**src/sisss_pkg.sv**
```systemverilog
// Package of constants and carrier types for the shared interrupt status and speed select block.
package sisss_pkg;
    localparam int          NUM_PORTS      = 4;
    localparam int          ADDR_W         = 10;
    localparam int          DATA_W         = 8;
    localparam int          SW_W           = 5;
    // Status block decode: address bits 4 through 8 come from the switches, bit 9 is fixed high.
    localparam int          BASE_LSB       = 4;
    localparam int          BASE_MSB       = 8;
    localparam int          FIXED_BIT      = 9;
    localparam logic        FIXED_LEVEL    = 1'h1;
    // Status bit levels: zero marks a pending request.
    localparam logic        LVL_PENDING    = 1'h0;
    localparam logic        LVL_IDLE       = 1'h1;
    localparam logic [3:0]  UNUSED_BITS    = 4'hf;
    localparam logic [7:0]  STATUS_RESET   = 8'hff;
    // Baud reference multipliers and the last count of the normal mode reference divider.
    localparam logic [3:0]  SPEED_NORMAL   = 4'h1;
    localparam logic [3:0]  SPEED_HIGH     = 4'h8;
    localparam logic [2:0]  HIGH_DIV_LAST  = 3'h7;

    // Host bus read strobe and address, travelling together.
    typedef struct packed {
        logic              rd;
        logic [ADDR_W-1:0] addr;
    } sisss_bus_s;

    // Mode held in the speed selection.
    typedef enum logic [1:0] {
        SISSS_SPD_NORMAL = 2'b01,
        SISSS_SPD_HIGH   = 2'b10
    } sisss_spd_e;
endpackage : sisss_pkg

```
**src/sisss_top.sv**
```systemverilog
// Shared interrupt status register and baud speed selection for a four port serial module.
// Notes on behaviour
// Status register identifies the interrupting port when all ports share one line.
// A port UART interrupt request shows in the status register so one read finds it.
// Bits 0 to 3 map to ports 1 to 4; 0 means pending, 1 idle.
// Register answers any read within a 16-byte block aligned to the base.
// Base from five switches on address bits 4 to 8, bit 9 high.
// Speed switch picks normal 1x or high 8x baud reference.
// Normal setting gives the conventional divisor rates, up to 115.2 Kbps.
// High setting makes every divisor-programmed rate eight times its normal value.
// Mode switch on selects shared interrupt, off selects independent lines.
// Speed switch off selects normal, on selects high speed.
// Unused bits 4 to 7 read 1; reads do not disturb the interrupt sources.
// Host reads, services ports at 0, and re-reads until all port bits read 1.
`timescale 1ns/100ps
`default_nettype none
module sisss_top (
    input  wire logic                                clock,
    input  wire logic                                rstn,
    input  wire sisss_pkg::sisss_bus_s               bus,
    input  wire logic [sisss_pkg::SW_W-1:0]          status_base_switch_bank,
    input  wire logic                                irq_sharing_select,
    input  wire logic                                speed_switch,
    input  wire logic [sisss_pkg::NUM_PORTS-1:0]     uart_irq,
    input  wire logic                                baud_ref,
    output logic [sisss_pkg::DATA_W-1:0]             rd_data,
    output logic                                     rd_data_oe,
    output logic                                     shared_mode,
    output logic                                     shared_irq,
    output logic [sisss_pkg::NUM_PORTS-1:0]          port_irq,
    output logic                                     uart_clk_en,
    output logic [3:0]                               speed_factor
);
    // Status copy, decode hit, speed state and the normal mode reference divider.
    logic [sisss_pkg::DATA_W-1:0]    port_interrupt_pending_status;
    logic [sisss_pkg::NUM_PORTS-1:0] pend_n;
    logic                            hit;
    logic                            spd_high;
    sisss_pkg::sisss_spd_e           spd;
    logic [2:0]                      div_cnt;

    // Switch on reads as 0 so the switch level is compared directly with the address bits.
    assign hit = bus.rd
               && (bus.addr[sisss_pkg::FIXED_BIT] == sisss_pkg::FIXED_LEVEL)
               && (bus.addr[sisss_pkg::BASE_MSB:sisss_pkg::BASE_LSB]
                   == status_base_switch_bank);

    // One inverter per port: a pending request reads as zero.
    genvar gi;
    generate
        for (gi = 0; gi < sisss_pkg::NUM_PORTS; gi++) begin : g_port
            assign pend_n[gi] = uart_irq[gi] ? sisss_pkg::LVL_PENDING
                                             : sisss_pkg::LVL_IDLE;
        end
    endgenerate

    // Sample the port requests each cycle; no read ever writes back to the sources.
    always_ff @(posedge clock or negedge rstn) begin
        if (!rstn) begin
            port_interrupt_pending_status <= sisss_pkg::STATUS_RESET;
        end else begin
            port_interrupt_pending_status <= {sisss_pkg::UNUSED_BITS, pend_n};
        end
    end

    // Read data is registered, so it is valid one cycle after the strobe.
    always_ff @(posedge clock or negedge rstn) begin
        if (!rstn) begin
            rd_data    <= sisss_pkg::STATUS_RESET;
            rd_data_oe <= 1'h0;
        end else begin
            rd_data_oe <= hit;
            if (hit) begin
                rd_data <= port_interrupt_pending_status;
            end
        end
    end

    // Switch on means shared; independent lines pass each request through, registered one cycle later.
    always_ff @(posedge clock or negedge rstn) begin
        if (!rstn) begin
            shared_mode <= 1'h1;
            shared_irq  <= 1'h0;
            port_irq    <= '0;
        end else begin
            shared_mode <= irq_sharing_select;
            shared_irq  <= irq_sharing_select && (|uart_irq);
            port_irq    <= irq_sharing_select ? '0 : uart_irq;
        end
    end

    // Speed switch: off is normal, on is high.
    assign spd_high = speed_switch;
    always_ff @(posedge clock or negedge rstn) begin
        if (!rstn) begin
            spd <= sisss_pkg::SISSS_SPD_NORMAL;
        end else begin
            spd <= spd_high ? sisss_pkg::SISSS_SPD_HIGH
                            : sisss_pkg::SISSS_SPD_NORMAL;
        end
    end

    // The UART reference is the reference rate divided by eight in normal mode and undivided
    // in high mode, so the same divisor yields eight times the rate; this trades a fast
    // reference input for leaving the UART divisors untouched.
    always_ff @(posedge clock or negedge rstn) begin
        if (!rstn) begin
            div_cnt      <= '0;
            uart_clk_en  <= 1'h0;
            speed_factor <= sisss_pkg::SPEED_NORMAL;
        end else begin
            unique case (spd)
                sisss_pkg::SISSS_SPD_NORMAL: begin
                    speed_factor <= sisss_pkg::SPEED_NORMAL;
                    if (baud_ref) begin
                        div_cnt <= div_cnt + 3'h1;
                    end
                    uart_clk_en <= baud_ref && (div_cnt == sisss_pkg::HIGH_DIV_LAST);
                end
                sisss_pkg::SISSS_SPD_HIGH: begin
                    speed_factor <= sisss_pkg::SPEED_HIGH;
                    div_cnt      <= '0;
                    uart_clk_en  <= baud_ref;
                end
                default: begin
                    speed_factor <= sisss_pkg::SPEED_NORMAL;
                    div_cnt      <= '0;
                    uart_clk_en  <= 1'h0;
                end
            endcase
        end
    end

    // Checks on the status, decode, interrupt line and speed logic.
    AST_STATUS_MAP: assert property (@(posedge clock) disable iff (!rstn)
        port_interrupt_pending_status[3:0] == ~$past(uart_irq))
        else $error("status bits do not mirror port requests inverted");
    AST_UNUSED_HIGH: assert property (@(posedge clock) disable iff (!rstn)
        port_interrupt_pending_status[7:4] == sisss_pkg::UNUSED_BITS)
        else $error("unused status bits not high");
    AST_READ_ANSWER: assert property (@(posedge clock) disable iff (!rstn)
        hit |=> rd_data_oe && rd_data == $past(port_interrupt_pending_status))
        else $error("read within block not answered next cycle");
    AST_NO_MISS: assert property (@(posedge clock) disable iff (!rstn)
        (bus.rd && !bus.addr[sisss_pkg::FIXED_BIT]) |=> !rd_data_oe)
        else $error("read below 200H answered");
    AST_PEND_TO_READ: assert property (@(posedge clock) disable iff (!rstn)
        (uart_irq[0] ##1 hit) |=> !rd_data[0])
        else $error("pending port 1 not seen by read");
    AST_SHARED_LINE: assert property (@(posedge clock) disable iff (!rstn)
        (irq_sharing_select && |uart_irq) |=> shared_irq && port_irq == '0)
        else $error("shared line not raised in shared mode");
    AST_INDEP_LINES: assert property (@(posedge clock) disable iff (!rstn)
        !irq_sharing_select |=> !shared_irq && port_irq == $past(uart_irq))
        else $error("independent lines wrong");
    AST_HIGH_SPEED: assert property (@(posedge clock) disable iff (!rstn)
        speed_switch [*2] |=> speed_factor == sisss_pkg::SPEED_HIGH
                              && uart_clk_en == $past(baud_ref))
        else $error("high speed does not pass reference");
    AST_NORMAL_SPEED: assert property (@(posedge clock) disable iff (!rstn)
        (!speed_switch [*2] ##0 !baud_ref) |=> !uart_clk_en
                              && speed_factor == sisss_pkg::SPEED_NORMAL)
        else $error("normal speed enable without reference");

    // The checks below pin down corners that the bench touches only lightly: a miss
    // must stay silent, held data must not drift, and the divider must count exactly
    // eight reference pulses. A wrong divider end point still gives the right speed
    // factor, so only the counter checks would catch it.

    // A cycle without a decoded read never enables the read data.
    AST_OE_NEEDS_HIT: assert property (@(posedge clock) disable iff (!rstn)
        !hit |=> !rd_data_oe)
        else $error("read data enabled without a decoded read");

    // Read data keeps its last value between reads.
    AST_DATA_HOLD: assert property (@(posedge clock) disable iff (!rstn)
        !hit |=> $stable(rd_data))
        else $error("read data changed without a read");

    // A read aimed at another 16-byte block is left unanswered.
    AST_OTHER_BLOCK: assert property (@(posedge clock) disable iff (!rstn)
        (bus.rd && (bus.addr[sisss_pkg::BASE_MSB:sisss_pkg::BASE_LSB]
                    != status_base_switch_bank)) |=> !rd_data_oe)
        else $error("read outside the switch block answered");

    // Every answered read shows the unused bits high.
    AST_UPPER_READ: assert property (@(posedge clock) disable iff (!rstn)
        rd_data_oe |-> rd_data[7:4] == sisss_pkg::UNUSED_BITS)
        else $error("unused bits low in read data");

    // With no port requesting, a read reports every port idle.
    AST_IDLE_READ: assert property (@(posedge clock) disable iff (!rstn)
        ((uart_irq == '0) ##1 hit)
        |=> rd_data[3:0] == {sisss_pkg::NUM_PORTS{sisss_pkg::LVL_IDLE}})
        else $error("idle ports not read as ones");

    // The mode output follows the sharing switch one cycle later.
    AST_MODE_COPY: assert property (@(posedge clock) disable iff (!rstn)
        1'b1 |=> shared_mode == $past(irq_sharing_select))
        else $error("mode output does not follow the sharing switch");

    // The shared line stays low while no port requests service.
    AST_SHARED_QUIET: assert property (@(posedge clock) disable iff (!rstn)
        (uart_irq == '0) |=> !shared_irq)
        else $error("shared line raised with no request");

    // Shared mode keeps every per-port line quiet.
    AST_PORT_QUIET: assert property (@(posedge clock) disable iff (!rstn)
        irq_sharing_select |=> port_irq == '0)
        else $error("per-port line driven in shared mode");

    // High speed keeps the divider parked, so a return to normal starts a full count.
    AST_HIGH_DIV_CLEAR: assert property (@(posedge clock) disable iff (!rstn)
        (spd == sisss_pkg::SISSS_SPD_HIGH) |=> div_cnt == '0)
        else $error("divider not cleared in high speed");

    // The divider only advances on a reference pulse.
    AST_DIV_HOLD: assert property (@(posedge clock) disable iff (!rstn)
        (spd == sisss_pkg::SISSS_SPD_NORMAL && !baud_ref) |=> $stable(div_cnt))
        else $error("divider moved without a reference pulse");

    // A normal speed enable comes exactly when the divider wraps.
    AST_NORMAL_EIGHTH: assert property (@(posedge clock) disable iff (!rstn)
        (uart_clk_en && speed_factor == sisss_pkg::SPEED_NORMAL) |-> div_cnt == '0)
        else $error("normal speed enable not on the eighth pulse");

    // Main scenarios: reads with and without pending ports, enables in both speeds.
    COV_READ_PENDING: cover property (@(posedge clock) disable iff (!rstn)
        hit ##1 rd_data[3:0] != 4'hf);
    COV_READ_CLEAR: cover property (@(posedge clock) disable iff (!rstn)
        hit ##1 rd_data[3:0] == 4'hf);
    COV_HIGH_EN: cover property (@(posedge clock) disable iff (!rstn)
        spd == sisss_pkg::SISSS_SPD_HIGH && uart_clk_en);
    COV_NORMAL_EN: cover property (@(posedge clock) disable iff (!rstn)
        spd == sisss_pkg::SISSS_SPD_NORMAL && uart_clk_en);
endmodule : sisss_top
`default_nettype wire

```
**config.mk**
```make
export PLATFORM = sky130hd
export DESIGN_NAME = sisss_top
export DESIGN_NICKNAME = d
export VERILOG_FILES = /design/src/sisss_pkg.sv /design/src/sisss_top.sv
export SDC_FILE = /design/constraint.sdc
export NUM_CORES = 1
export LEC_CHECK = 0
export BUFFER_PORTS_ARGS = -buffer_cell sky130_fd_sc_hd__buf_2
export CORE_ASPECT_RATIO = 1.25
export CORE_MARGIN = 2
export CORE_UTILIZATION = 40
export DETAILED_ROUTE_END_ITERATION = 6
export HOLD_SLACK_MARGIN = 0.02
export PLACE_DENSITY = 0.8
export SYNTH_ARGS = -nofsm -noshare
export SYNTH_HDL_FRONTEND = slang
export SYNTH_SLANG_ARGS = --single-unit
```
**constraint.sdc**
```tcl
create_clock -name clock -period 1.15 [get_ports clock]
set_input_delay 0.1725 -clock clock [delete_from_list [all_inputs] [get_ports clock]]
set_output_delay 0.1725 -clock clock [all_outputs]
set_load 0.02 [all_outputs]
```
==> impl_results.md <==
* Status: complete, no violations
* DP HPWL at 1312 um
* Critical Path Start Type: flip-flop
* CP top delay family: flip-flops
* Synth Register Bits at 23
* Slowest-stage cell, CP: dfstp_2
* Leakage power at 0.0006769 uW
* Worst VDD drop at 0.0008650 V
* Core box area at 2258 sq um
* Seq. cell area at 589.3 sq um
* Fill cells at 185
* Smallest setup slack after layout at 2.957 ps
* Max cap viols at 0
* TNS Setup at 0 ps
* Critical Path End Type: output pin
* Period utilization at 0.9974
* Most common cell after layout, fill and taps aside: buf_2
* WL/cell at 11.54 um
* Setup violations, final at 0
* Worst-path clk slew at 110 ps
* Vias in the first global route at 673
* Port Buffers at 34
* Seq/Total Area, Yosys at 0.6085
* Ant diodes at 0
* Syn Inst Count at 74
* Buffers & Inverters on Critical Path at 1
* Mean Syn Cell Area at 13.09 sq um
* Antenna Nets Post-Route at 0
* Max incr delay on CP at 560 ps
* First-pass GRT wire length at 2815 um
* Antenna violations before repair at 0
* Max Root-Sink Buffers at 2
* Initial Utilization at 0.4288
* Clock Sinks at 23
* Largest net degree at the start of global routing at 24
* RSZ-0062 raised after global routing: true
* Drt first pass iters at 4
* Synthesis Warnings at 0
* Unique masters post-synth at 21
* Routability cong. at 0.6541
* Share of cells above drive strength 1 at 0.5254
* Die width at 48.01 um
* Total CTS buffers at 3
* Initial drt markers at 9
* Post-synth top area cell: dfrtp_1
* Total grt overflow at 0
* CP Cell Sequence: buf_6
* Top Ports at 45
* Vias at 652
* Height of the die at 59.01 um
* Top-area cell type share of the netlist area at 0.3101
* CTS Root Cell: clkbuf_4
* Syn Std Cell Area at 968.4 sq um
* Min Tclk post-route at 1147 ps
* Place WS at -172.5 ps
* Power per cell area at 1247 nW/um^2
* F_max at 0.8718 GHz
* Via density per instance at 4.376
* Layout Skew at 5.851 ps
* DRC viols at 0
* WHS at 192.3 ps
* # nets final at 148
* CP arrival at 970 ps
* Commonest non-fill, non-tap cells in the layout: buf_2, inv_1, dfrtp_1, dfstp_2, dlygate4sd3_1
* Row cnt at 19
* HP Class: in2reg
* TritonCTS clock tree: done
* H-tree Lvls at 1
* DRT Wirelength at 1720 um
* Highest net fanout along the worst path at 2
* Worst skew pair latency at 300 ps
* WP data required at 980 ps
* All-Layer GR Usage at 0.1404
* Final Max Tran Viols at 0
* Fin. Hold Viols at 0
* Setup CP Type: reg2out
* Area Growth Syn to Fin at 36.82%
* Area occupied by multi-input gates at 340.3 sq um
* Top post-synthesis cells by area: dfrtp_1, dfstp_2, ha_1
* Die ar. at 2833 sq um
==> flip-flops by register name, indices dropped and copies added (netlist names) <==
register / flops
port_interrupt_pending_status: 4
port_irq: 4
rd_data: 4
div_cnt: 3
spd: 2
speed_factor: 2
rd_data_oe: 1
shared_irq: 1
shared_mode: 1
uart_clk_en: 1
==> metal layers <==
| metal | vias to the layer above | wire length (um) | global-route usage |
|---|---|---|---|
| li1 | 307 | - | - |
| met1 | 324 | 597 | 0.1532 |
| met2 | 21 | 1043 | 0.2629 |
| met3 | 0 | 80 | 0.01829 |
| met4 | 0 | 0 | 0.04633 |
| met5 | - | 0 | 0 |
==> area by class of cell <==
type | count | share of cell area
Clock buffer | 4 | 0.01983
Inverter | 12 | 0.03399
Multi-Input combinational cell | 37 | 0.2568
Sequential cell | 23 | 0.4448
Tap cell | 31 | 0.02927
Timing Repair Buffer | 42 | 0.2153
==> per-stage QoR <==
step | util | power (uW) | instance area (sq um) | std cells
2_1_floorplan | - | 1125 | 983.4 | 78
3_3_place_gp | 0.5114 | 1228 | 1155 | 138
3_5_place_dp | 0.5114 | 1240 | 1155 | 138
4_1_cts | 0.5723 | 1670 | 1292 | 149
5_1_grt | 0.5867 | 1742 | 1325 | 149
6_report | 0.5867 | 1652 | 1325 | 149
==> cells in the mapped netlist <==
library cell / count
buf_4: 6
conb_1: 2
a222oi_1: 1
mux2i_1: 2
dfrtp_1: 12
nand3_2: 1
o41a_1: 1
a2111oi_4: 1
nor2b_4: 1
dfstp_2: 11
ha_1: 4
mux2_2: 4
a21oi_1: 1
xor2_1: 3
nor3b_1: 1
nand2_1: 1
nor2b_1: 3
nor2_1: 5
inv_1: 12
and3_2: 1
and2_1: 1
==> final timing paths <==
check,cells after the start,end,startpoint,slack (ps)
worst min-delay path,2,uart_clk_en,baud_ref,190
max in group asynchronous,2,spd[0],rstn,430
worst min register to register,2,speed_factor[0],spd[1],560
min in group asynchronous,2,port_irq[0],rstn,370
worst max-delay path,1,rd_data[0],rd_data[0],3
worst max register to register,4,div_cnt[2],div_cnt[1],50
==> cell families (layout without fill, tap and decap cells) <==
group	count (synthesis)	count (layout)	synth area share
flip-flops	23	23	0.6085
buffers and inverters	18	58	0.09302
AND/OR/NAND/NOR	14	14	0.08915
multiplexers	6	6	0.06718
adder cells (fa/ha/maj)	4	4	0.05168
AO/OA/AOI/OAI	4	4	0.05555
XOR/XNOR	3	3	0.02714
other	2	6	0.007755
==> power breakdown <==
part	switching (uW)	internal [uW]	leakage (uW)
clock	214	135	0.0000150
combinational	184	178	0.000390
sequential	35.1	905	0.000272
total	433	1220	0.000677
==> repair_timing <==
| action | CTS | global route |
|---|---|---|
| setup buffers | 0 | 0 |
| pin swaps | 0 | 2 |
| endpoints found under the hold margin | 19 | 0 |
| hold buffers | 7 | 0 |
| gates resized for setup | 13 | 4 |
| endpoints found under the setup margin | 8 | 8 |
| cloned | 0 | 0 |
Note: power is estimated with default switching activity, not from simulation.
